**src/rtl/rsp_consts.vh**
```
`ifndef RSP_CONSTS_VH
`define RSP_CONSTS_VH

// apb register byte offsets
`define RSP_OFS_CTRL 8'h00
`define RSP_OFS_SP_HIGH 8'h04
`define RSP_OFS_SP_LOW 8'h08
`define RSP_OFS_RSP_HIGH 8'h0c
`define RSP_OFS_RSP_LOW 8'h10
`define RSP_OFS_LOCAL_SP 8'h14
`define RSP_OFS_REMOTE_SP 8'h18
`define RSP_OFS_ACTIVE_SP 8'h1c
`define RSP_OFS_LOOP_IN 8'h20
`define RSP_OFS_IRQ_STAT 8'h24
`define RSP_OFS_IRQ_MASK 8'h28
`define RSP_OFS_ALARM 8'h2c

// control register fields
`define RSP_CTRL_ALLOW 0
`define RSP_CTRL_FOLLOW 1
`define RSP_CTRL_FAULT_OUT 2
`define RSP_CTRL_SELF_TUNE 3
`define RSP_CTRL_REMOTE_MODE 4
`define RSP_CTRL_ALM1_WORK_BIT 5
`define RSP_CTRL_SETTING_LVL 6
`define RSP_CTRL_WIDTH 7
`define RSP_CTRL_RESET 7'h00

// interrupt status fields
`define RSP_IRQ_INPUT_ERR 0
`define RSP_IRQ_TO_LOCAL 1
`define RSP_IRQ_LIMIT_FORCED 2
`define RSP_IRQ_WIDTH 3

// set points in tenths of an engineering unit, 16-bit two's complement
`define RSP_SP_HIGH_RESET 16'h32c8
`define RSP_SP_LOW_RESET 16'hf830
`define RSP_LOCAL_SP_RESET 16'h0000

// loop current in microamps
`define RSP_LOOP_LO_UA 16'h0fa0
`define RSP_LOOP_HI_UA 16'h4e20
`define RSP_LOOP_SPAN_UA 32'h00003e80
`define RSP_ERR_LO_UA 16'h0c80
`define RSP_ERR_HI_UA 16'h5140

`endif

```
**src/rtl/rsp_scaler.v**
```verilog
`timescale 1ns/1ps
`include "rsp_consts.vh"

module rsp_scaler (
   input wire clock,
   input wire rst,
   input wire [15:0] loop_ua,
   input wire signed [15:0] low_limit,
   input wire signed [15:0] high_limit,
   output reg signed [15:0] remote_sp_ff
);
   reg [15:0] clamped;
   reg signed [16:0] offset;
   reg signed [16:0] span;
   reg signed [33:0] product;
   reg signed [33:0] scaled;
   reg signed [15:0] nxt_remote_sp;

   always @* begin
      if (loop_ua < `RSP_LOOP_LO_UA) begin
         clamped = `RSP_LOOP_LO_UA;
      end else if (loop_ua > `RSP_LOOP_HI_UA) begin
         clamped = `RSP_LOOP_HI_UA;
      end else begin
         clamped = loop_ua;
      end
      offset = $signed({1'b0, clamped - `RSP_LOOP_LO_UA});
      span = {high_limit[15], high_limit} - {low_limit[15], low_limit};
      product = offset * span;
      // linear between the two limits
      scaled = product / $signed({2'b00, `RSP_LOOP_SPAN_UA});
      nxt_remote_sp = low_limit + scaled[15:0];
   end

   always @(posedge clock) begin
      if (rst) begin
         remote_sp_ff <= 16'sh0000;
      end else begin
         remote_sp_ff <= nxt_remote_sp;
      end
   end
endmodule // rsp_scaler

```
**src/rtl/rsp_top.v**
```verilog
`timescale 1ns/1ps
`include "rsp_consts.vh"

module rsp_top (
   input wire clock,
   input wire rst,
   input wire psel,
   input wire penable,
   input wire pwrite,
   input wire [7:0] paddr,
   input wire [31:0] pwdata,
   output reg [31:0] prdata,
   output reg pready,
   output reg pslverr,
   input wire [15:0] loop_ua,
   input wire alarm1_src,
   input wire heater_alarm,
   input wire pv_input_error,
   output reg [15:0] set_point,
   output reg alarm1_out,
   output reg irq
);
   localparam ST_IDLE = 2'b01;
   localparam ST_ACCESS = 2'b10;

   reg [1:0] state_ff;
   reg [1:0] nxt_state;
   reg [`RSP_CTRL_WIDTH-1:0] ctrl_ff;
   reg [`RSP_CTRL_WIDTH-1:0] nxt_ctrl;
   reg signed [15:0] sp_high_ff;
   reg signed [15:0] nxt_sp_high;
   reg signed [15:0] sp_low_ff;
   reg signed [15:0] nxt_sp_low;
   reg signed [15:0] rsp_high_ff;
   reg signed [15:0] nxt_rsp_high;
   reg signed [15:0] rsp_low_ff;
   reg signed [15:0] nxt_rsp_low;
   reg signed [15:0] local_sp_ff;
   reg signed [15:0] nxt_local_sp;
   reg [`RSP_IRQ_WIDTH-1:0] stat_ff;
   reg [`RSP_IRQ_WIDTH-1:0] nxt_stat;
   reg [`RSP_IRQ_WIDTH-1:0] mask_ff;
   reg [`RSP_IRQ_WIDTH-1:0] nxt_mask;
   reg input_err_ff;
   reg [31:0] nxt_prdata;
   reg nxt_pslverr;
   reg [`RSP_IRQ_WIDTH-1:0] events;
   reg signed [15:0] active_sp;

   wire signed [15:0] remote_sp;
   wire signed [15:0] wval;
   wire commit;
   wire respond;
   wire sel;
   wire remote_active;
   wire limits_open;
   wire fault_allowed;
   wire input_err;

   assign wval = pwdata[15:0];
   // answer one cycle into the access phase, commit when pready is seen
   assign respond = (state_ff == ST_ACCESS) && psel && penable && !pready;
   assign commit = (state_ff == ST_ACCESS) && psel && penable && pready;
   assign sel = respond || commit;
   assign limits_open = ctrl_ff[`RSP_CTRL_ALLOW] && !ctrl_ff[`RSP_CTRL_SELF_TUNE];
   assign remote_active = limits_open && ctrl_ff[`RSP_CTRL_REMOTE_MODE];
   assign fault_allowed = ctrl_ff[`RSP_CTRL_FAULT_OUT] && limits_open &&
      !ctrl_ff[`RSP_CTRL_ALM1_WORK_BIT];
   assign input_err = (loop_ua < `RSP_ERR_LO_UA) || (loop_ua > `RSP_ERR_HI_UA);

   function in_range;
      input signed [15:0] v;
      input signed [15:0] lo;
      input signed [15:0] hi;
      begin
         in_range = (v >= lo) && (v <= hi);
      end
   endfunction

   function mapped;
      input [7:0] a;
      begin
         mapped = (a[1:0] == 2'b00) && (a <= `RSP_OFS_ALARM);
      end
   endfunction

   rsp_scaler u_scaler (
      .clock(clock),
      .rst(rst),
      .loop_ua(loop_ua),
      .low_limit(rsp_low_ff),
      .high_limit(rsp_high_ff),
      .remote_sp_ff(remote_sp)
   );

   always @* begin
      if (remote_active) begin
         active_sp = remote_sp;
      end else begin
         active_sp = local_sp_ff;
      end
   end

   // apb handshake: setup, one wait cycle, then pready
   always @* begin
      nxt_state = state_ff;
      case (state_ff)
         ST_IDLE: begin
            if (psel && !penable) begin
               nxt_state = ST_ACCESS;
            end
         end
         ST_ACCESS: begin
            if (commit) begin
               nxt_state = ST_IDLE;
            end
         end
         default: begin
            nxt_state = ST_IDLE;
         end
      endcase
   end

   always @* begin
      nxt_ctrl = ctrl_ff;
      nxt_sp_high = sp_high_ff;
      nxt_sp_low = sp_low_ff;
      nxt_rsp_high = rsp_high_ff;
      nxt_rsp_low = rsp_low_ff;
      nxt_local_sp = local_sp_ff;
      nxt_mask = mask_ff;
      nxt_pslverr = 1'b0;
      events = {`RSP_IRQ_WIDTH{1'b0}};
      events[`RSP_IRQ_INPUT_ERR] = input_err && !input_err_ff;
      nxt_stat = stat_ff;
      if (sel && !mapped(paddr)) begin
         nxt_pslverr = 1'b1;
      end else if (sel && pwrite) begin
         case (paddr)
            `RSP_OFS_CTRL: begin
               nxt_ctrl = pwdata[`RSP_CTRL_WIDTH-1:0];
               if (remote_active && !pwdata[`RSP_CTRL_REMOTE_MODE]) begin
                  events[`RSP_IRQ_TO_LOCAL] = 1'b1;
                  if (ctrl_ff[`RSP_CTRL_FOLLOW]) begin
                     nxt_local_sp = remote_sp;
                  end
                  // tracking off keeps local_sp_ff as stored
               end
            end
            `RSP_OFS_SP_HIGH: begin
               if (wval >= sp_low_ff) begin
                  nxt_sp_high = wval;
                  nxt_rsp_high = wval;
                  events[`RSP_IRQ_LIMIT_FORCED] = 1'b1;
                  if (rsp_low_ff > wval) begin
                     nxt_rsp_low = wval;
                  end
               end else begin
                  nxt_pslverr = 1'b1;
               end
            end
            `RSP_OFS_SP_LOW: begin
               if (wval <= sp_high_ff) begin
                  nxt_sp_low = wval;
                  nxt_rsp_low = wval;
                  events[`RSP_IRQ_LIMIT_FORCED] = 1'b1;
                  if (rsp_high_ff < wval) begin
                     nxt_rsp_high = wval;
                  end
               end else begin
                  nxt_pslverr = 1'b1;
               end
            end
            `RSP_OFS_RSP_HIGH: begin
               if (limits_open && in_range(wval, sp_low_ff, sp_high_ff)) begin
                  nxt_rsp_high = wval;
               end else begin
                  nxt_pslverr = 1'b1;
               end
            end
            `RSP_OFS_RSP_LOW: begin
               if (limits_open && in_range(wval, sp_low_ff, sp_high_ff)) begin
                  nxt_rsp_low = wval;
               end else begin
                  nxt_pslverr = 1'b1;
               end
            end
            `RSP_OFS_LOCAL_SP: begin
               if (in_range(wval, sp_low_ff, sp_high_ff)) begin
                  nxt_local_sp = wval;
               end else begin
                  nxt_pslverr = 1'b1;
               end
            end
            `RSP_OFS_IRQ_STAT: begin
               nxt_stat = stat_ff & ~pwdata[`RSP_IRQ_WIDTH-1:0];
            end
            `RSP_OFS_IRQ_MASK: begin
               nxt_mask = pwdata[`RSP_IRQ_WIDTH-1:0];
            end
            default: begin
               // read-only registers ignore writes
               nxt_pslverr = 1'b0;
            end
         endcase
      end
      // response cycle only judges the write, nothing lands yet
      if (!commit) begin
         nxt_ctrl = ctrl_ff;
         nxt_sp_high = sp_high_ff;
         nxt_sp_low = sp_low_ff;
         nxt_rsp_high = rsp_high_ff;
         nxt_rsp_low = rsp_low_ff;
         nxt_local_sp = local_sp_ff;
         nxt_mask = mask_ff;
         nxt_stat = stat_ff;
         events[`RSP_IRQ_TO_LOCAL] = 1'b0;
         events[`RSP_IRQ_LIMIT_FORCED] = 1'b0;
      end
      // new events win over a same-cycle clear
      nxt_stat = nxt_stat | events;
   end

   always @* begin
      nxt_prdata = 32'h00000000;
      if (respond && !pwrite) begin
         case (paddr)
            `RSP_OFS_CTRL: nxt_prdata = {25'h0000000, ctrl_ff};
            `RSP_OFS_SP_HIGH: nxt_prdata = {16'h0000, sp_high_ff};
            `RSP_OFS_SP_LOW: nxt_prdata = {16'h0000, sp_low_ff};
            `RSP_OFS_RSP_HIGH: nxt_prdata = {16'h0000, rsp_high_ff};
            `RSP_OFS_RSP_LOW: nxt_prdata = {16'h0000, rsp_low_ff};
            `RSP_OFS_LOCAL_SP: nxt_prdata = {16'h0000, local_sp_ff};
            `RSP_OFS_REMOTE_SP: nxt_prdata = {16'h0000, remote_sp};
            `RSP_OFS_ACTIVE_SP: nxt_prdata = {16'h0000, active_sp};
            `RSP_OFS_LOOP_IN: nxt_prdata = {15'h0000, input_err_ff, loop_ua};
            `RSP_OFS_IRQ_STAT: nxt_prdata = {29'h00000000, stat_ff};
            `RSP_OFS_IRQ_MASK: nxt_prdata = {29'h00000000, mask_ff};
            `RSP_OFS_ALARM: nxt_prdata = {28'h0000000, alarm1_src, heater_alarm,
               pv_input_error, input_err_ff};
            default: nxt_prdata = 32'h00000000;
         endcase
      end
   end

   always @(posedge clock) begin
      if (rst) begin
         state_ff <= ST_IDLE;
         ctrl_ff <= `RSP_CTRL_RESET;
         sp_high_ff <= `RSP_SP_HIGH_RESET;
         sp_low_ff <= `RSP_SP_LOW_RESET;
         rsp_high_ff <= `RSP_SP_HIGH_RESET;
         rsp_low_ff <= `RSP_SP_LOW_RESET;
         local_sp_ff <= `RSP_LOCAL_SP_RESET;
         stat_ff <= {`RSP_IRQ_WIDTH{1'b0}};
         mask_ff <= {`RSP_IRQ_WIDTH{1'b0}};
         input_err_ff <= 1'b0;
         prdata <= 32'h00000000;
         pready <= 1'b0;
         pslverr <= 1'b0;
         set_point <= `RSP_LOCAL_SP_RESET;
         alarm1_out <= 1'b0;
         irq <= 1'b0;
      end else begin
         state_ff <= nxt_state;
         ctrl_ff <= nxt_ctrl;
         sp_high_ff <= nxt_sp_high;
         sp_low_ff <= nxt_sp_low;
         rsp_high_ff <= nxt_rsp_high;
         rsp_low_ff <= nxt_rsp_low;
         local_sp_ff <= nxt_local_sp;
         stat_ff <= nxt_stat;
         mask_ff <= nxt_mask;
         input_err_ff <= input_err;
         prdata <= nxt_prdata;
         pready <= respond;
         pslverr <= respond && nxt_pslverr;
         set_point <= active_sp;
         // remote error joins the alarm only when the option is usable
         alarm1_out <= alarm1_src | heater_alarm | pv_input_error |
            (input_err_ff & fault_allowed &
            !ctrl_ff[`RSP_CTRL_SETTING_LVL]);
         irq <= |(nxt_stat & nxt_mask);
      end
   end
endmodule // rsp_top

```
**config.mk**
```make
export PLATFORM = sky130hd
export DESIGN_NAME = rsp_top
export DESIGN_NICKNAME = d
export VERILOG_FILES = /design/src/rtl/rsp_scaler.v /design/src/rtl/rsp_top.v
export VERILOG_INCLUDE_DIRS = /design/src /design/src/rtl
export SDC_FILE = /design/constraint.sdc
export NUM_CORES = 1
export LEC_CHECK = 0
export BUFFER_PORTS_ARGS = -buffer_cell sky130_fd_sc_hd__buf_2
export CAP_MARGIN = 20
export CORE_MARGIN = 2
export CORE_UTILIZATION = 35
export CTS_BUF_LIST = sky130_fd_sc_hd__clkbuf_8 sky130_fd_sc_hd__clkbuf_16
export DETAILED_ROUTE_END_ITERATION = 16
export HOLD_SLACK_MARGIN = 0.03
export PLACE_DENSITY_LB_ADDON = 0.1
export SYNTH_ARGS = -nofsm -noshare
export SYNTH_HDL_FRONTEND = slang
export SYNTH_SLANG_ARGS = --single-unit
```
**constraint.sdc**
```tcl
create_clock -name clock -period 55.8 [get_ports clock]
set_clock_uncertainty 0.15 [all_clocks]
set_input_delay 2.79 -clock clock [delete_from_list [all_inputs] [get_ports clock]]
set_output_delay 2.79 -clock clock [all_outputs]
set_load 0.01 [all_outputs]
```
==> flow_metrics.env <==
export IMPL_cts_setup_buffers=0
export IMPL_slowest_stage="o211ai_1"
export IMPL_wirelength_um=87130
export IMPL_rsz0062_at_grt="no"
export IMPL_fin_nets=3871
export IMPL_finalCritPeriodShare=0.6066
export IMPL_endpoint_kind="flip-flop"
export IMPL_vias=24520
export IMPL_rows=99
export IMPL_netlist_top_cells_area="fa_1 (16%), dfxtp_1 (12%), ha_1 (11%), nor2_1 (6.3%), inv_1 (5.4%)"
export IMPL_setup_violations_final=0
export IMPL_insertion_delay_ns=0.44
export IMPL_fmax_ghz=0.02955
export IMPL_start_kind="input pin"
export IMPL_layout_min_cycle_time_ns=33.85
export IMPL_dieArea_um2=76260
export IMPL_worst_path_max_fanout=23
export IMPL_fin_tns_setup_ns=0
export IMPL_gp_congestion=0.8807
export IMPL_clkSinkCount=149
export IMPL_relSlewSlack=0.2868
export IMPL_antenna_found_initial=1
export IMPL_fin_area_um2=27920
export IMPL_hold_path_class="flip-flop to flip-flop"
export IMPL_grt_usage=0.2258
export IMPL_timing_final_ws_setup_ns=21.95
export IMPL_yosysTopAreaCell="fa_1"
export IMPL_cap_violations=0
export IMPL_grt_max_degree=87
export IMPL_ant_nets=0
export IMPL_gr_total_overflow=0
export IMPL_ios=116
export IMPL_ys_seq_area_frac=0.1151
export IMPL_drc=0
export IMPL_drv_slew=0
export IMPL_cts_inserted_buffers=17
export IMPL_hold_viol=0
export IMPL_synth_commonest_cells="nor2_1 (438), inv_1 (376), nand2_1 (283)"
export IMPL_clock_path_buffers=2
export IMPL_syn2layout_area_growth_pct=7.703
export IMPL_antenna_cells=0
export IMPL_root_buffer="clkbuf_16"
export IMPL_utilization=0.3814
export IMPL_htree_levels=4
export IMPL_drt_iter0_markers=1802
export IMPL_arrival_ns=33.97
export IMPL_hpwl_um=70590
export IMPL_die_y_um=276.2
export IMPL_avgRoutedWirePerCell_um=20.05
export IMPL_io_buffers=84
export IMPL_yosysMostFrequentCell="nor2_1"
export IMPL_yosys_warnings=0
export IMPL_place_area_um2=27290
export IMPL_grt_pass1_wl_um=138800
export IMPL_drive_above_1_share=0.08653
export IMPL_synth_distinct_cells=137
export IMPL_synth_seq_cells=149
export IMPL_outcome="finished clean"
export IMPL_critPathRequiredTime_ns=55.92
export IMPL_holdBufCountCts=0
export IMPL_yosysTopAreaCellShare=0.1629
export IMPL_grt_pass1_vias=23980
export IMPL_netlist_instances=3354
export IMPL_yosys_most_used_dff="dfxtp_1"
export IMPL_fp_coreArea_um2=73210
export IMPL_cts_tree="built"
export IMPL_synth_enable_flop_cells=0
export IMPL_die_x_um=276.2
export IMPL_path_clk_slew_ns=0.07
export IMPL_tightest_slew_ns=1.065
export IMPL_drt_vias_per_instance=5.644
export IMPL_dp_slack_ns=21.76
export IMPL_cpPeakStageDelay_ns=0.84
export IMPL_ys_async_sr_fraction=0
export IMPL_crit_type="input pin to flip-flop"
export IMPL_first_pass_iters=6
export IMPL_start_util=0.3541
export IMPL_syn_area_per_cell_um2=7.730
export IMPL_cts_resized=0
export IMPL_synthesis_area_um2=25920
## placed cells by master, fill, tap and decap left out, types with 45 or more instances in the layout
master	instances
a31oi_1	45
inv_1	376
nand3_1	73
a21oi_1	194
nor3_1	67
xnor2_1	99
nand2b_1	51
nor2_1	435
nand2_1	283
buf_2	84
a211oi_1	48
a21o_1	49
dfxtp_1	149
fa_1	211
ha_1	223
o211ai_1	45
o21ai_0	90
## kinds of logic (layout without fill, tap and decap cells)
kind of cell	count (synthesis)	count (layout)	synth area share
flops	149	149	0.1151
compound gates	861	861	0.2459
mux	49	49	0.01984
simple gates	1181	1181	0.2173
buf+inv	531	534	0.08089
fa+ha+maj	437	437	0.2717
other cells	2	31	0.0002897
xor+xnor	144	144	0.04894
## worst max-delay path, delay by kind of cell
kind,cells,cell delay [ns]
adder cells (fa/ha/maj),10,4.63
multiplexers,3,1.13
AND/OR/NAND/NOR,22,7.83
AO/OA/AOI/OAI,50,14.59
buffers and inverters,7,1.13
XOR/XNOR,6,1.74
## per-stage QoR
step	hold slack, ns	cells
finish	0.3215	4345
global route	0.3362	4345
CTS	0.3229	4344
detailed placement	0.3126	4312
global placement	0.3057	4311
floorplan	0.2865	3383
## cell type report
cell class	instances	area, um^2
clock buffers	18	439.2
repair buffers	123	709.4
clock inverters	14	186.4
inverters	379	1423
flip-flops and latches	149	2983
fillers	7658	45280
well taps	959	1200
multi-input cells	2703	20980
## metal layers
metal,wire [um],track usage,share of wire
met1,40480,0.3126,0.46
met2,41260,0.3804,0.47
met3,3824,0.02366,0.044
met4,1560,0.04582,0.018
met5,13,0,0.00015
## worst paths after layout
check	startpoint	to	slack [ns]	cells past startpoint
hold / removal	local_sp_ff[13]$_SDFFE_PP0P_	set_point[13]$_SDFF_PP0_	0.32	2
setup reg to reg	rsp_low_ff[1]$_SDFFE_PP0P_	u_scaler.remote_sp_ff[15]$_SDFF_PP0_	24.01	107
setup / recovery	loop_ua[8]	u_scaler.remote_sp_ff[15]$_SDFF_PP0_	21.95	98
hold reg to reg	local_sp_ff[13]$_SDFFE_PP0P_	set_point[13]$_SDFF_PP0_	0.32	2
## sequential cells by signal, summed over array words and instances, names as in the netlist
signal and cells:
input_err_ff 1, ctrl_ff 7, pslverr 1, sp_high_ff 16
sp_low_ff 16, alarm1_out 1, u_scaler.remote_sp_ff 16, rsp_low_ff 16
mask_ff 3, stat_ff 3, set_point 16, rsp_high_ff 16
pready 1, prdata 17, local_sp_ff 16, state_ff 2
irq 1
Power is left out: the tool's default activity adds up to more than one toggle a clock period on the data nets, which glitch-free logic cannot reach.
